<file path="src/ptm_defs.vh">
// Register map, field positions, reset values and encodings of the periodic timer
`ifndef PTM_DEFS_VH
`define PTM_DEFS_VH
`define PTM_OFF_CTRL0 12'h000
`define PTM_OFF_CTRL1 12'h004
`define PTM_OFF_CNT_LO 12'h008
`define PTM_OFF_CNT_HI 12'h00c
`define PTM_OFF_DUTY_LO 12'h010
`define PTM_OFF_DUTY_HI 12'h014
`define PTM_OFF_PER_LO 12'h018
`define PTM_OFF_PER_HI 12'h01c
`define PTM_OFF_FLAGS 12'h020
`define PTM_OFF_PIN 12'h024
`define PTM_CTRL0_PAUSE 7
`define PTM_CTRL0_CKSEL_HI 6
`define PTM_CTRL0_CKSEL_LO 4
`define PTM_CTRL0_ENABLE 3
`define PTM_CTRL1_MODE_HI 7
`define PTM_CTRL1_MODE_LO 6
`define PTM_CTRL1_PINF_HI 5
`define PTM_CTRL1_PINF_LO 4
`define PTM_CTRL1_OC 3
`define PTM_CTRL1_POL 2
`define PTM_CTRL1_CCLR 0
`define PTM_FLAG_DUTY 0
`define PTM_FLAG_PERIOD 1
`define PTM_RESET_BYTE 8'h00
`define PTM_MODE_CMP 2'h0
`define PTM_MODE_PWM 2'h2
`define PTM_MODE_TMR 2'h3
`define PTM_PINF_NONE 2'h0
`define PTM_PINF_LOW 2'h1
`define PTM_PINF_HIGH 2'h2
`define PTM_PINF_TOGGLE 2'h3
`define PTM_CK_PIN_RISE 3'h6
`define PTM_CK_PIN_FALL 3'h7
`define PTM_CNT_MAX 10'h3ff
`endif

</file>
<file path="src/ptm_timer.v">
// Periodic 10-bit timer with compare, PWM and single-pulse output, APB slave
`timescale 1ns/100ps
`include "ptm_defs.vh"
//
// Contract
// - Mode 00: compare output, three clear sources
// - Clear-select low: period match clears, both flags
// - Clear-select high: duty match clears, duty flag
// - Zero duty: overflow at 3FF, no flag
// - Only duty match and enable rise change pin in compare
// - Duty match drives pin per pin function
// - Pin function: none, low, high, toggle
// - Enable rise loads pin initial level
// - Enable rise zeroes counter; fall keeps value
// - Mode 11 like compare, pin unused
// - PWM: period match clears, clear-select ignored
// - Period zero means 1024 counts
// - Duty at or above period gives 100%
// - PWM raises duty and period flags
// - Functions 00/01 force pin, counting continues
// - Output-control picks active level; polarity inverts
// - Clock-pin edge sets enable, starts pulse
// - Duty match clears enable, ends pulse, flags
// - Single pulse: counter zeroed only by enable
// - Compare values split low/high, upper bits zero
// - Clear-select encoding; overflow only if the selected compare value (period, or duty with clear-select high) is zero
module ptm_timer #(
  parameter CNT_W = 10
) (
  input wire pclk,
  input wire presetn,
  input wire psel,
  input wire penable,
  input wire pwrite,
  input wire [11:0] paddr,
  input wire [31:0] pwdata,
  output reg [31:0] prdata,
  output reg pready,
  output reg pslverr,
  input wire tick_fsys,
  input wire tick_fsys_div4,
  input wire tick_fh_div16,
  input wire tick_fh_div64,
  input wire tick_fsub,
  input wire external_clock_pin,
  output reg timer_output_pin,
  output reg timer_output_en,
  output reg duty_match_flag,
  output reg period_match_flag
);
  reg [7:0] ctrl0_q;
  reg [7:0] ctrl1_q;
  reg [CNT_W-1:0] duty_compare_value_q;
  reg [CNT_W-1:0] period_compare_value_q;
  reg [CNT_W-1:0] count_q;
  reg [CNT_W-1:0] count_d;
  reg en_prev_q;
  reg pin_q;
  reg pin_d;
  reg ck_prev_q;
  reg duty_flag_q;
  reg per_flag_q;
  reg set_duty_flag;
  reg set_per_flag;
  reg hw_set_en;
  reg hw_clr_en;
  reg tick;
  reg [31:0] rdata_d;
  reg err_d;

  wire [1:0] mode_field = ctrl1_q[`PTM_CTRL1_MODE_HI:`PTM_CTRL1_MODE_LO];
  wire [1:0] pin_function_field = ctrl1_q[`PTM_CTRL1_PINF_HI:`PTM_CTRL1_PINF_LO];
  wire output_control_bit = ctrl1_q[`PTM_CTRL1_OC];
  wire output_polarity_bit = ctrl1_q[`PTM_CTRL1_POL];
  wire clear_select_bit = ctrl1_q[`PTM_CTRL1_CCLR];
  wire timer_enable_bit = ctrl0_q[`PTM_CTRL0_ENABLE];
  wire pause_bit = ctrl0_q[`PTM_CTRL0_PAUSE];
  wire [2:0] ck_sel = ctrl0_q[`PTM_CTRL0_CKSEL_HI:`PTM_CTRL0_CKSEL_LO];
  wire is_pwm = (mode_field == `PTM_MODE_PWM);
  wire is_single = is_pwm && (pin_function_field == `PTM_PINF_TOGGLE);
  wire is_cmp = (mode_field == `PTM_MODE_CMP) || (mode_field == `PTM_MODE_TMR);
  wire en_rise = timer_enable_bit && !en_prev_q;
  wire running = timer_enable_bit && !pause_bit && !en_rise;
  wire duty_hit = (count_q == duty_compare_value_q);
  wire per_hit = (count_q == period_compare_value_q);
  wire at_max = (count_q == `PTM_CNT_MAX);
  // Next count; PWM period ends where it meets the period value, so zero wraps at 1024
  wire [CNT_W-1:0] count_inc = count_q + 1'b1;
  wire wr_acc = psel && penable && pwrite;
  wire setup = psel && !penable;
  // Active level before polarity; duty at or above period never goes inactive
  wire pwm_active = (duty_compare_value_q >= period_compare_value_q) &&
                    (period_compare_value_q != {CNT_W{1'b0}}) ? 1'b1 :
                    (count_q < duty_compare_value_q);

  // Clock source is a pin edge or an internal tick supplied by the clock unit
  always @* begin
    case (ck_sel)
      3'h0: tick = tick_fsys_div4;
      3'h1: tick = tick_fsys;
      3'h2: tick = tick_fh_div16;
      3'h3: tick = tick_fh_div64;
      `PTM_CK_PIN_RISE: tick = external_clock_pin && !ck_prev_q;
      `PTM_CK_PIN_FALL: tick = !external_clock_pin && ck_prev_q;
      default: tick = tick_fsub;
    endcase
  end

  always @* begin
    count_d = count_q;
    pin_d = pin_q;
    set_duty_flag = 1'b0;
    set_per_flag = 1'b0;
    hw_clr_en = 1'b0;
    hw_set_en = 1'b0;
    if (is_single && !timer_enable_bit && ck_sel[2:1] == 2'h3 && tick)
      hw_set_en = 1'b1;
    if (en_rise) begin
      count_d = {CNT_W{1'b0}};
      pin_d = output_control_bit;
    end else if (running && tick) begin
      count_d = count_q + 1'b1;
      if (is_cmp) begin
        if (clear_select_bit) begin
          if (duty_compare_value_q != {CNT_W{1'b0}} && duty_hit) begin
            count_d = {CNT_W{1'b0}};
            set_duty_flag = 1'b1;
          end else if (at_max)
            count_d = {CNT_W{1'b0}};
        end else begin
          if (duty_hit && duty_compare_value_q != {CNT_W{1'b0}})
            set_duty_flag = 1'b1;
          if (period_compare_value_q != {CNT_W{1'b0}} && per_hit) begin
            count_d = {CNT_W{1'b0}};
            set_per_flag = 1'b1;
          end else if (at_max) begin
            count_d = {CNT_W{1'b0}};
            if (period_compare_value_q == {CNT_W{1'b0}})
              set_per_flag = 1'b1;
          end
        end
        if (set_duty_flag && mode_field == `PTM_MODE_CMP) begin
          case (pin_function_field)
            `PTM_PINF_LOW: pin_d = 1'b0;
            `PTM_PINF_HIGH: pin_d = 1'b1;
            `PTM_PINF_TOGGLE: pin_d = !pin_q;
            default: pin_d = pin_q;
          endcase
        end
      end else if (is_single) begin
        if (duty_hit) begin
          count_d = count_q;
          set_duty_flag = 1'b1;
          hw_clr_en = 1'b1;
        end
      end else if (is_pwm) begin
        if (duty_hit)
          set_duty_flag = 1'b1;
        if (count_inc == period_compare_value_q) begin
          count_d = {CNT_W{1'b0}};
          set_per_flag = 1'b1;
        end
      end
    end
  end

  always @(posedge pclk or negedge presetn) begin
    if (!presetn) begin
      ctrl0_q <= `PTM_RESET_BYTE;
      ctrl1_q <= `PTM_RESET_BYTE;
      duty_compare_value_q <= {CNT_W{1'b0}};
      period_compare_value_q <= {CNT_W{1'b0}};
      count_q <= {CNT_W{1'b0}};
      en_prev_q <= 1'b0;
      pin_q <= 1'b0;
      ck_prev_q <= 1'b0;
      duty_flag_q <= 1'b0;
      per_flag_q <= 1'b0;
    end else begin
      en_prev_q <= timer_enable_bit;
      ck_prev_q <= external_clock_pin;
      count_q <= count_d;
      pin_q <= pin_d;
      // Hardware set beats a software clear in the same cycle
      duty_flag_q <= set_duty_flag ||
        (duty_flag_q && !(wr_acc && paddr == `PTM_OFF_FLAGS && pwdata[`PTM_FLAG_DUTY]));
      per_flag_q <= set_per_flag ||
        (per_flag_q && !(wr_acc && paddr == `PTM_OFF_FLAGS && pwdata[`PTM_FLAG_PERIOD]));
      if (wr_acc) begin
        case (paddr)
          `PTM_OFF_CTRL0: ctrl0_q <= {pwdata[7:3], 3'h0};
          `PTM_OFF_CTRL1: ctrl1_q <= pwdata[7:0];
          `PTM_OFF_DUTY_LO: duty_compare_value_q[7:0] <= pwdata[7:0];
          `PTM_OFF_DUTY_HI: duty_compare_value_q[CNT_W-1:8] <= pwdata[CNT_W-9:0];
          `PTM_OFF_PER_LO: period_compare_value_q[7:0] <= pwdata[7:0];
          `PTM_OFF_PER_HI: period_compare_value_q[CNT_W-1:8] <= pwdata[CNT_W-9:0];
          default: ctrl0_q <= ctrl0_q;
        endcase
      end
      // Automatic enable changes win over a simultaneous software write
      if (hw_set_en)
        ctrl0_q[`PTM_CTRL0_ENABLE] <= 1'b1;
      else if (hw_clr_en)
        ctrl0_q[`PTM_CTRL0_ENABLE] <= 1'b0;
    end
  end

  // Read mux; answer in the access cycle after one registered setup cycle
  always @* begin
    rdata_d = 32'h0000_0000;
    err_d = 1'b0;
    case (paddr)
      `PTM_OFF_CTRL0: rdata_d[7:0] = ctrl0_q;
      `PTM_OFF_CTRL1: rdata_d[7:0] = ctrl1_q;
      `PTM_OFF_CNT_LO: rdata_d[7:0] = count_q[7:0];
      `PTM_OFF_CNT_HI: rdata_d[CNT_W-9:0] = count_q[CNT_W-1:8];
      `PTM_OFF_DUTY_LO: rdata_d[7:0] = duty_compare_value_q[7:0];
      `PTM_OFF_DUTY_HI: rdata_d[CNT_W-9:0] = duty_compare_value_q[CNT_W-1:8];
      `PTM_OFF_PER_LO: rdata_d[7:0] = period_compare_value_q[7:0];
      `PTM_OFF_PER_HI: rdata_d[CNT_W-9:0] = period_compare_value_q[CNT_W-1:8];
      `PTM_OFF_FLAGS: rdata_d[1:0] = {per_flag_q, duty_flag_q};
      `PTM_OFF_PIN: rdata_d[0] = timer_output_pin;
      default: err_d = 1'b1;
    endcase
  end

  always @(posedge pclk or negedge presetn) begin
    if (!presetn) begin
      prdata <= 32'h0000_0000;
      pready <= 1'b0;
      pslverr <= 1'b0;
      timer_output_pin <= 1'b0;
      timer_output_en <= 1'b0;
      duty_match_flag <= 1'b0;
      period_match_flag <= 1'b0;
    end else begin
      pready <= setup;
      pslverr <= setup && err_d;
      prdata <= setup ? rdata_d : 32'h0000_0000;
      duty_match_flag <= duty_flag_q;
      period_match_flag <= per_flag_q;
      timer_output_en <= (mode_field != `PTM_MODE_TMR) && (mode_field != 2'h1);
      if (is_pwm && !is_single) begin
        case (pin_function_field)
          `PTM_PINF_NONE: timer_output_pin <= !output_control_bit ^ output_polarity_bit;
          `PTM_PINF_LOW: timer_output_pin <= output_control_bit ^ output_polarity_bit;
          default: timer_output_pin <=
            (pwm_active ~^ output_control_bit) ^ output_polarity_bit;
        endcase
      end else if (is_single)
        timer_output_pin <= (timer_enable_bit ~^ output_control_bit) ^ output_polarity_bit;
      else if (mode_field == `PTM_MODE_CMP)
        timer_output_pin <= pin_q ^ output_polarity_bit;
      else
        timer_output_pin <= 1'b0;
    end
  end
endmodule // ptm_timer

</file>
<file path="config.mk">
export PLATFORM = sky130hd
export DESIGN_NAME = ptm_timer
export DESIGN_NICKNAME = d
export VERILOG_FILES = /design/src/ptm_timer.v
export VERILOG_INCLUDE_DIRS = /design/src
export SDC_FILE = /design/constraint.sdc
export NUM_CORES = 1
export LEC_CHECK = 0
export BUFFER_PORTS_ARGS = -buffer_cell sky130_fd_sc_hd__buf_2
export CORE_UTILIZATION = 55
export DETAILED_ROUTE_END_ITERATION = 6
export PLACE_DENSITY_LB_ADDON = 0.2
export SLEW_MARGIN = 20
export SYNTH_ARGS = -nofsm -noshare
export SYNTH_HDL_FRONTEND = slang
export SYNTH_SLANG_ARGS = --single-unit
</file>
<file path="constraint.sdc">
create_clock -name pclk -period 3.3 [get_ports pclk]
set_input_delay 0.495 -clock pclk [delete_from_list [all_inputs] [get_ports pclk]]
set_output_delay 0.495 -clock pclk [all_outputs]
set_load 0.02 [all_outputs]
</file>
# Yosys cells after proc, flatten, opt, wreduce, memory -nomap -nowiden
# Cells that the tools add are included.
[word_totals] ff_bits=62 latch_bits=0 mem_bits_rw=0 romBits=0 in_bits=55 output_inout_bits=38 word_cells=176 memories=0
[classes] add_sub_neg=1 multipliers=0 div_mod_pow=0 magnitude_cmp=2 n_eq_ne=27 n_shift=0 mux=56 bitwise_logic=7 reduce_logical=63
[op_table] op="$mux 10" n=11
[op_table] op="$eq 12x5->1 const B" n=4
[op_table] op="$mux 1" n=36
[op_table] op="$eq 10x10->1" n=3
[op_table] op="$pmux 6 s5" n=1
[op_table] op="$logic_and 1x1->1" n=25
[op_table] op="$eq 12x4->1 const B" n=2
[op_table] op="$eq 12x6->1 const B" n=2
[op_table] op="$reduce_bool 10->1" n=2
[op_table] op="$reduce_and 2->1" n=8
[op_table] op="$eq 12x3->1 const B" n=1
[op_table] op="$logic_not 1->1" n=12
[op_table] op="$logic_not 12->1" n=1
[op_table] op="$add 10x1->10 const B" n=1
[op_table] op="$eq 10x10->1 const B" n=1
[op_table] op="$eq 2x2->1 const B" n=5
[op_table] op="$ge 10x10->1" n=1
[op_table] op="$logic_not 10->1" n=1
[op_table] op="$lt 10x10->1" n=1
[op_table] op="$reduce_or 10->1" n=1
[op_table] op="$pmux 1 s9" n=1
[op_table] op="$mux 4" n=2
[op_table] op="$mux 8" n=1
[op_table] op="$pmux 1 s8" n=1
[op_table] op="19 further kinds" n=32

# Longest topological paths before layout
[depth] ltp_word=12 ltp_mapped=11 depth_no_buf=10

# Worst setup path before layout
# OpenSTA, ideal clock, no wires.
[synth_path] path_kind="reg2reg" from="register count_q[9]" to="register count_q[3]" setup_ns=0.124 arrival_time_ns=2.347 t_required_ns=3.176 setup_slack_ns=0.829 stages_incl_launch_ff=11 n_path_buf=1 period_less_slack_ns=2.471 cell_sequence="dfrtp_1 -> ha_1 -> nand4_1 -> nor3_1 -> nand3_1 -> and3_1 -> and4_1 -> a31oi_4 -> buf_6 -> nor2_2 -> a211o_1"
[synth_via] elab_chain_cells=8 elab_cells_between_ends=19 cone_classes="add/sub: 1; eq/ne: 5; mux: 10; reduce/logical: 3"
[synth_rtl] element="from (decl)" line_no="ptm_timer.v:55" text="reg [CNT_W-1:0] count_q;"
[synth_rtl] element="from (signal assigned)" line_no="ptm_timer.v:173" text="count_q <= {CNT_W{1'b0}};"
[synth_rtl] element="from (signal assigned)" line_no="ptm_timer.v:182" text="count_q <= count_d;"
[synth_rtl] element="$add 10x1->10" line_no="ptm_timer.v:88" text="wire [CNT_W-1:0] count_inc = count_q + 1'b1;"
[synth_rtl] element="$eq 10x10->1" line_no="ptm_timer.v:159" text="if (count_inc == period_compare_value_q) begin"
[synth_rtl] element="$mux 10" line_no="ptm_timer.v:159"
[synth_rtl] element="$mux 10" line_no="ptm_timer.v:156" text="end else if (is_pwm) begin"
[synth_rtl] element="$mux 10" line_no="ptm_timer.v:150" text="end else if (is_single) begin"
[synth_rtl] element="$mux 10" line_no="ptm_timer.v:123" text="if (is_cmp) begin"
[synth_rtl] element="$mux 10" line_no="ptm_timer.v:121" text="end else if (running && tick) begin"
[synth_rtl] element="$mux 10" line_no="ptm_timer.v:118" text="if (en_rise) begin"
# Parallel ways exist; a longest one is shown, timed or not. The select of a mux whose other input is x is not followed.
# A chain may end at the register's enable or synchronous reset.

# Worst setup path after layout
[layout_path] from="register duty_compare_value_q[4]" to="register count_q[3]"
[layout_via] elab_chain_cells=7 elab_cells_between_ends=10 cone_classes="eq/ne: 2; mux: 5; reduce/logical: 3"
[layout_rtl] element="from (decl)" line_no="ptm_timer.v:53" text="reg [CNT_W-1:0] duty_compare_value_q;"
[layout_rtl] element="from (signal assigned)" line_no="ptm_timer.v:171" text="duty_compare_value_q <= {CNT_W{1'b0}};"
[layout_rtl] element="from (signal assigned)" line_no="ptm_timer.v:193" text="`PTM_OFF_DUTY_LO: duty_compare_value_q[7:0] <= pwdata[7:0];"
[layout_rtl] element="from (signal, indexed assignment)" line_no="ptm_timer.v:194" text="`PTM_OFF_DUTY_HI: duty_compare_value_q[CNT_W-1:8] <= pwdata[CNT_W-9:0];"
[layout_rtl] element="$eq 10x10->1 / $reduce_bool 10->1 (equally long branches)" line_no="ptm_timer.v:84, ptm_timer.v:125"
[layout_rtl] element="$logic_and 1x1->1" line_no="ptm_timer.v:125" text="if (duty_compare_value_q != {CNT_W{1'b0}} && duty_hit) begin"
[layout_rtl] element="$mux 10" line_no="ptm_timer.v:125"
[layout_rtl] element="$mux 10" line_no="ptm_timer.v:124" text="if (clear_select_bit) begin"
[layout_rtl] element="$mux 10" line_no="ptm_timer.v:123"
[layout_rtl] element="$mux 10" line_no="ptm_timer.v:121"
[layout_rtl] element="$mux 10" line_no="ptm_timer.v:118"
# Parallel ways exist; a longest one is shown, timed or not. The select of a mux whose other input is x is not followed.

==> results.md <==
* Avg Inst Size Synth at 9.58 sq um
* Final Wtd Congestion at 0.926
* Flop pwr share at between 40% and 50%
* CP max stage delay at roughly 450 ps
* RR Endpoint: count_q[3]
* Total clock sinks at 62
* Clk Latency, worst-skew pair at 340 ps
* Reg2reg start: duty_compare_value_q[4]
* Slew Limit Fails at 0
* Crit share post-route at around 90%
* Root cell of the clock tree: clkbuf_8
* Initial antenna violation count at 0
* Post-synth ARST share at 100%
* Peak supply drop at 0.208 mV
* Average wire per standard cell at 18.2 um
* Hpwl dp at between 8000 and 9000 um
* Initial DRC Count at 479
* Area of the multi-input gates at 2390 sq um
* Family with the most delay on the worst path: simple AND/OR/NAND/NOR gates
* Slew headroom at 53.5%
* RSZ-0062 raised after global routing: no
* Post-CTS Setup Inserts at 0
* Layout Nets at 584
* Hold WS at 87.1 ps
* Leading area contributor after synthesis: dfrtp_1
* I/O pins at 93
* Synth Instances at 440
* H-tree levels at 3
* Setup slack, reg-to-reg at 340 ps
* Residual DRC count at 0
* Vias in the first global route at 3435
* N_diodes at 0
* WP data arrival at between 3000 and 4000 ps
* Top cells by area, synth: dfrtp_1 37%, ha_1 8.6%, mux2_2 6.9%
* Worst path slowest cell: dfrtp_1
* Endpoints failing setup at 0
* CTS tree: built
* Cell Chain, Critical Path: inv_1 > ha_1 > nand4_1 > nor3_1 > buf_4 > nand3_1 > and3_1 > and4_1 > a31oi_4 > nor3_1 > a211o_1
* Synth cell types at 63
* Stages on worst setup path at 11
* Die Y at 89.5 um
* Logic gate share of total power at 5.9%
* Global-route wire length before repair at 17900 um
* Crit Path Max Fanout at 17
* Seq. cell area at 1550 sq um
* Total wire length at ~11000 um
* Total CTS buffers at 9
* Hold Crit Class: input port to asynchronous set/reset pin
* Status: finished, final reports clean
* Largest net degree at the start of global routing at 24
* Crit. Startpoint: duty_compare_value_q[4]
* Fill count at 597
* Antenna Violating Nets Remaining at 0
* Main synth FF type: dfrtp_1
* Die ar. at 8020 sq um
* Switching part of the total at around a quarter
* Gr ovfl total at 0
* Critical path buffers and inverters at 2
* Critical Path RT at between 3000 and 4000 ps
* Vias at 3612
* Layout cells sized above 1 at 22.8%
* GR Util All Layers at 30.5%
* Yosys top cell area share at 36.8%
* Clock power frac at 46.7%
* Post-Syn Area at 4210 sq um
* Initial DRT Pass Iterations at 7
* Net Switching at 0.384 mW
* Internal cell power at 1.23 mW
* Critical path class: flop to flop
* Min Tclk post-route at 2960 ps
* P_leak at approximately 2.3 nW
* Slew @ Worst Pin at approximately 700 ps
* Reg clk slew, reported paths at 70 ps
* EDFF count, synth at 0
* Yosys warnings at 0
* Sequential fraction of the synthesis area at 36.8%
* Average vias per placed instance at approximately 6.0
* Max_cap viols at 0
* Port Buffer Count at 44
* CP Capture Type: flop
* Initial Utilization at 57.5%
* Worst-case clock buffer depth at 2
* Reg2reg path depth at 11
* Final Hold Fails at 0
* Core Rows at 31
* Area of the core at 7330 sq um
* PwrDens at 340 nW/um^2
* Die X at 89.5 um
* CP startpoint kind: flop
* Max Fclk at 0.337 GHz
* Final setup TNS at 0 ps
* FF+latch count, synth at 62
* Post-CTS sizing at 0
* Worst Skew at 7.54 ps
* Crit path top cell by count: nor3_1
* Area grow syn2layout at 12.6%
* Number of hold buffers added after cts at 0
layer usage:
layer | up-vias | global-route usage [%] | wire (um)
li1 | 1684 | - | -
met1 | 1732 | 40.5 | 4590
met2 | 176 | 49.8 | 5260
met3 | 20 | 7.11 | 929
met4 | 0 | 8.95 | 222
met5 | - | 0 | 0
layout make-up:
class | instances | share of cell area (%)
sequential | 62 | 32.7
timing repair buffer | 59 | 7.01
clock inverter | 6 | 1.79
tap | 99 | 2.61
clock buffer | 10 | 2.90
multi-input combinational | 335 | 50.4
inverter | 33 | 2.61
metrics by stage:
stage          util (%)  setup slack [ps]  power [mW]  instance area [sq um]  std cells
6_report           64.8               335        1.61                   4750        604
3_3_place_gp       61.7               391       0.872                   4520        588
2_1_floorplan         -               829       0.845                   4300        463
5_1_grt            64.8               150        1.67                   4750        604
4_1_cts            64.8               362        1.63                   4750        604
3_5_place_dp       61.7               378       0.875                   4520        588
Yosys cell counts, drive strengths merged, types with 2 or more instances:
master / instances
a2111oi: 3
a211o: 3
a211oi: 4
a21o: 5
a21oi: 17
a221oi: 2
a222oi: 6
a22oi: 9
a31oi: 4
and3: 5
and3b: 2
and4: 4
buf: 30
clkbuf: 3
dfrtp: 62
ha: 29
inv: 33
mux2: 26
mux2i: 3
nand2: 32
nand2b: 6
nand3: 17
nand4: 7
nand4b: 2
nor2: 27
nor3: 13
nor3b: 8
nor4: 9
o2111ai: 2
o21ai: 21
o21bai: 5
o221ai: 2
o31ai: 2
or3: 3
xnor2: 10
xor2: 9
layout by cell type (no fill, tap or decap), types with 3 or more instances in the layout:
cell type / count
and4_1: 3
nand4_1: 7
ha_1: 29
nor2_1: 24
and3_1: 4
buf_2: 44
o21ai_0: 20
a31oi_1: 3
a222oi_1: 6
dfrtp_1: 62
xor2_1: 9
nor4_1: 7
mux2_2: 26
nor2_2: 3
a21o_1: 5
a21oi_1: 17
buf_4: 15
nor3b_1: 8
nand2b_1: 6
a211o_1: 3
conb_1: 24
clkbuf_8: 10
nor3_1: 12
o21bai_1: 5
xnor2_1: 10
nand2_1: 32
a22oi_1: 9
nand3_1: 17
inv_1: 33
mux2i_1: 3
a211oi_1: 4
cell families (layout without fill, tap and decap cells):
family / Yosys count / after routing / synth area share, %
mux: 29 / 29 / 7.66
compound gates: 95 / 95 / 16.5
fa+ha+maj: 29 / 29 / 8.61
other cells: 1 / 24 / 0.0890
xor+xnor: 19 / 19 / 3.95
simple gates: 139 / 139 / 17.8
buf+inv: 66 / 108 / 8.61
flops: 62 / 62 / 36.8
sequential cells by signal, summed over array words and instances, names as in the netlist:
signal / flops
duty_compare_value_q: 10
timer_output_en: 1
en_prev_q: 1
ctrl0_q: 5
timer_output_pin: 1
pready: 1
per_flag_q: 1
pin_q: 1
duty_flag_q: 1
pslverr: 1
ck_prev_q: 1
period_match_flag: 1
count_q: 10
prdata: 8
ctrl1_q: 8
duty_match_flag: 1
period_compare_value_q: 10
power groups by stage:
stage	sequential (mW)	clock (mW)	combinational [mW]
after floorplan	0.781	0	0.0638
after global placement	0.780	0	0.0917
after detailed placement	0.780	0	0.0946
after CTS	0.765	0.766	0.0952
after global routing	0.765	0.802	0.107
final	0.766	0.754	0.0946
how the worst max path moves through the flow:
stage                       to  slack, ps
finish              count_q[3]        340
global route        count_q[3]        150
CTS                 count_q[3]        360
detailed placement  count_q[3]        380
global placement    count_q[5]        390
floorplan           count_q[3]        830
No activity file was read; power rests on OpenSTA's default activity.
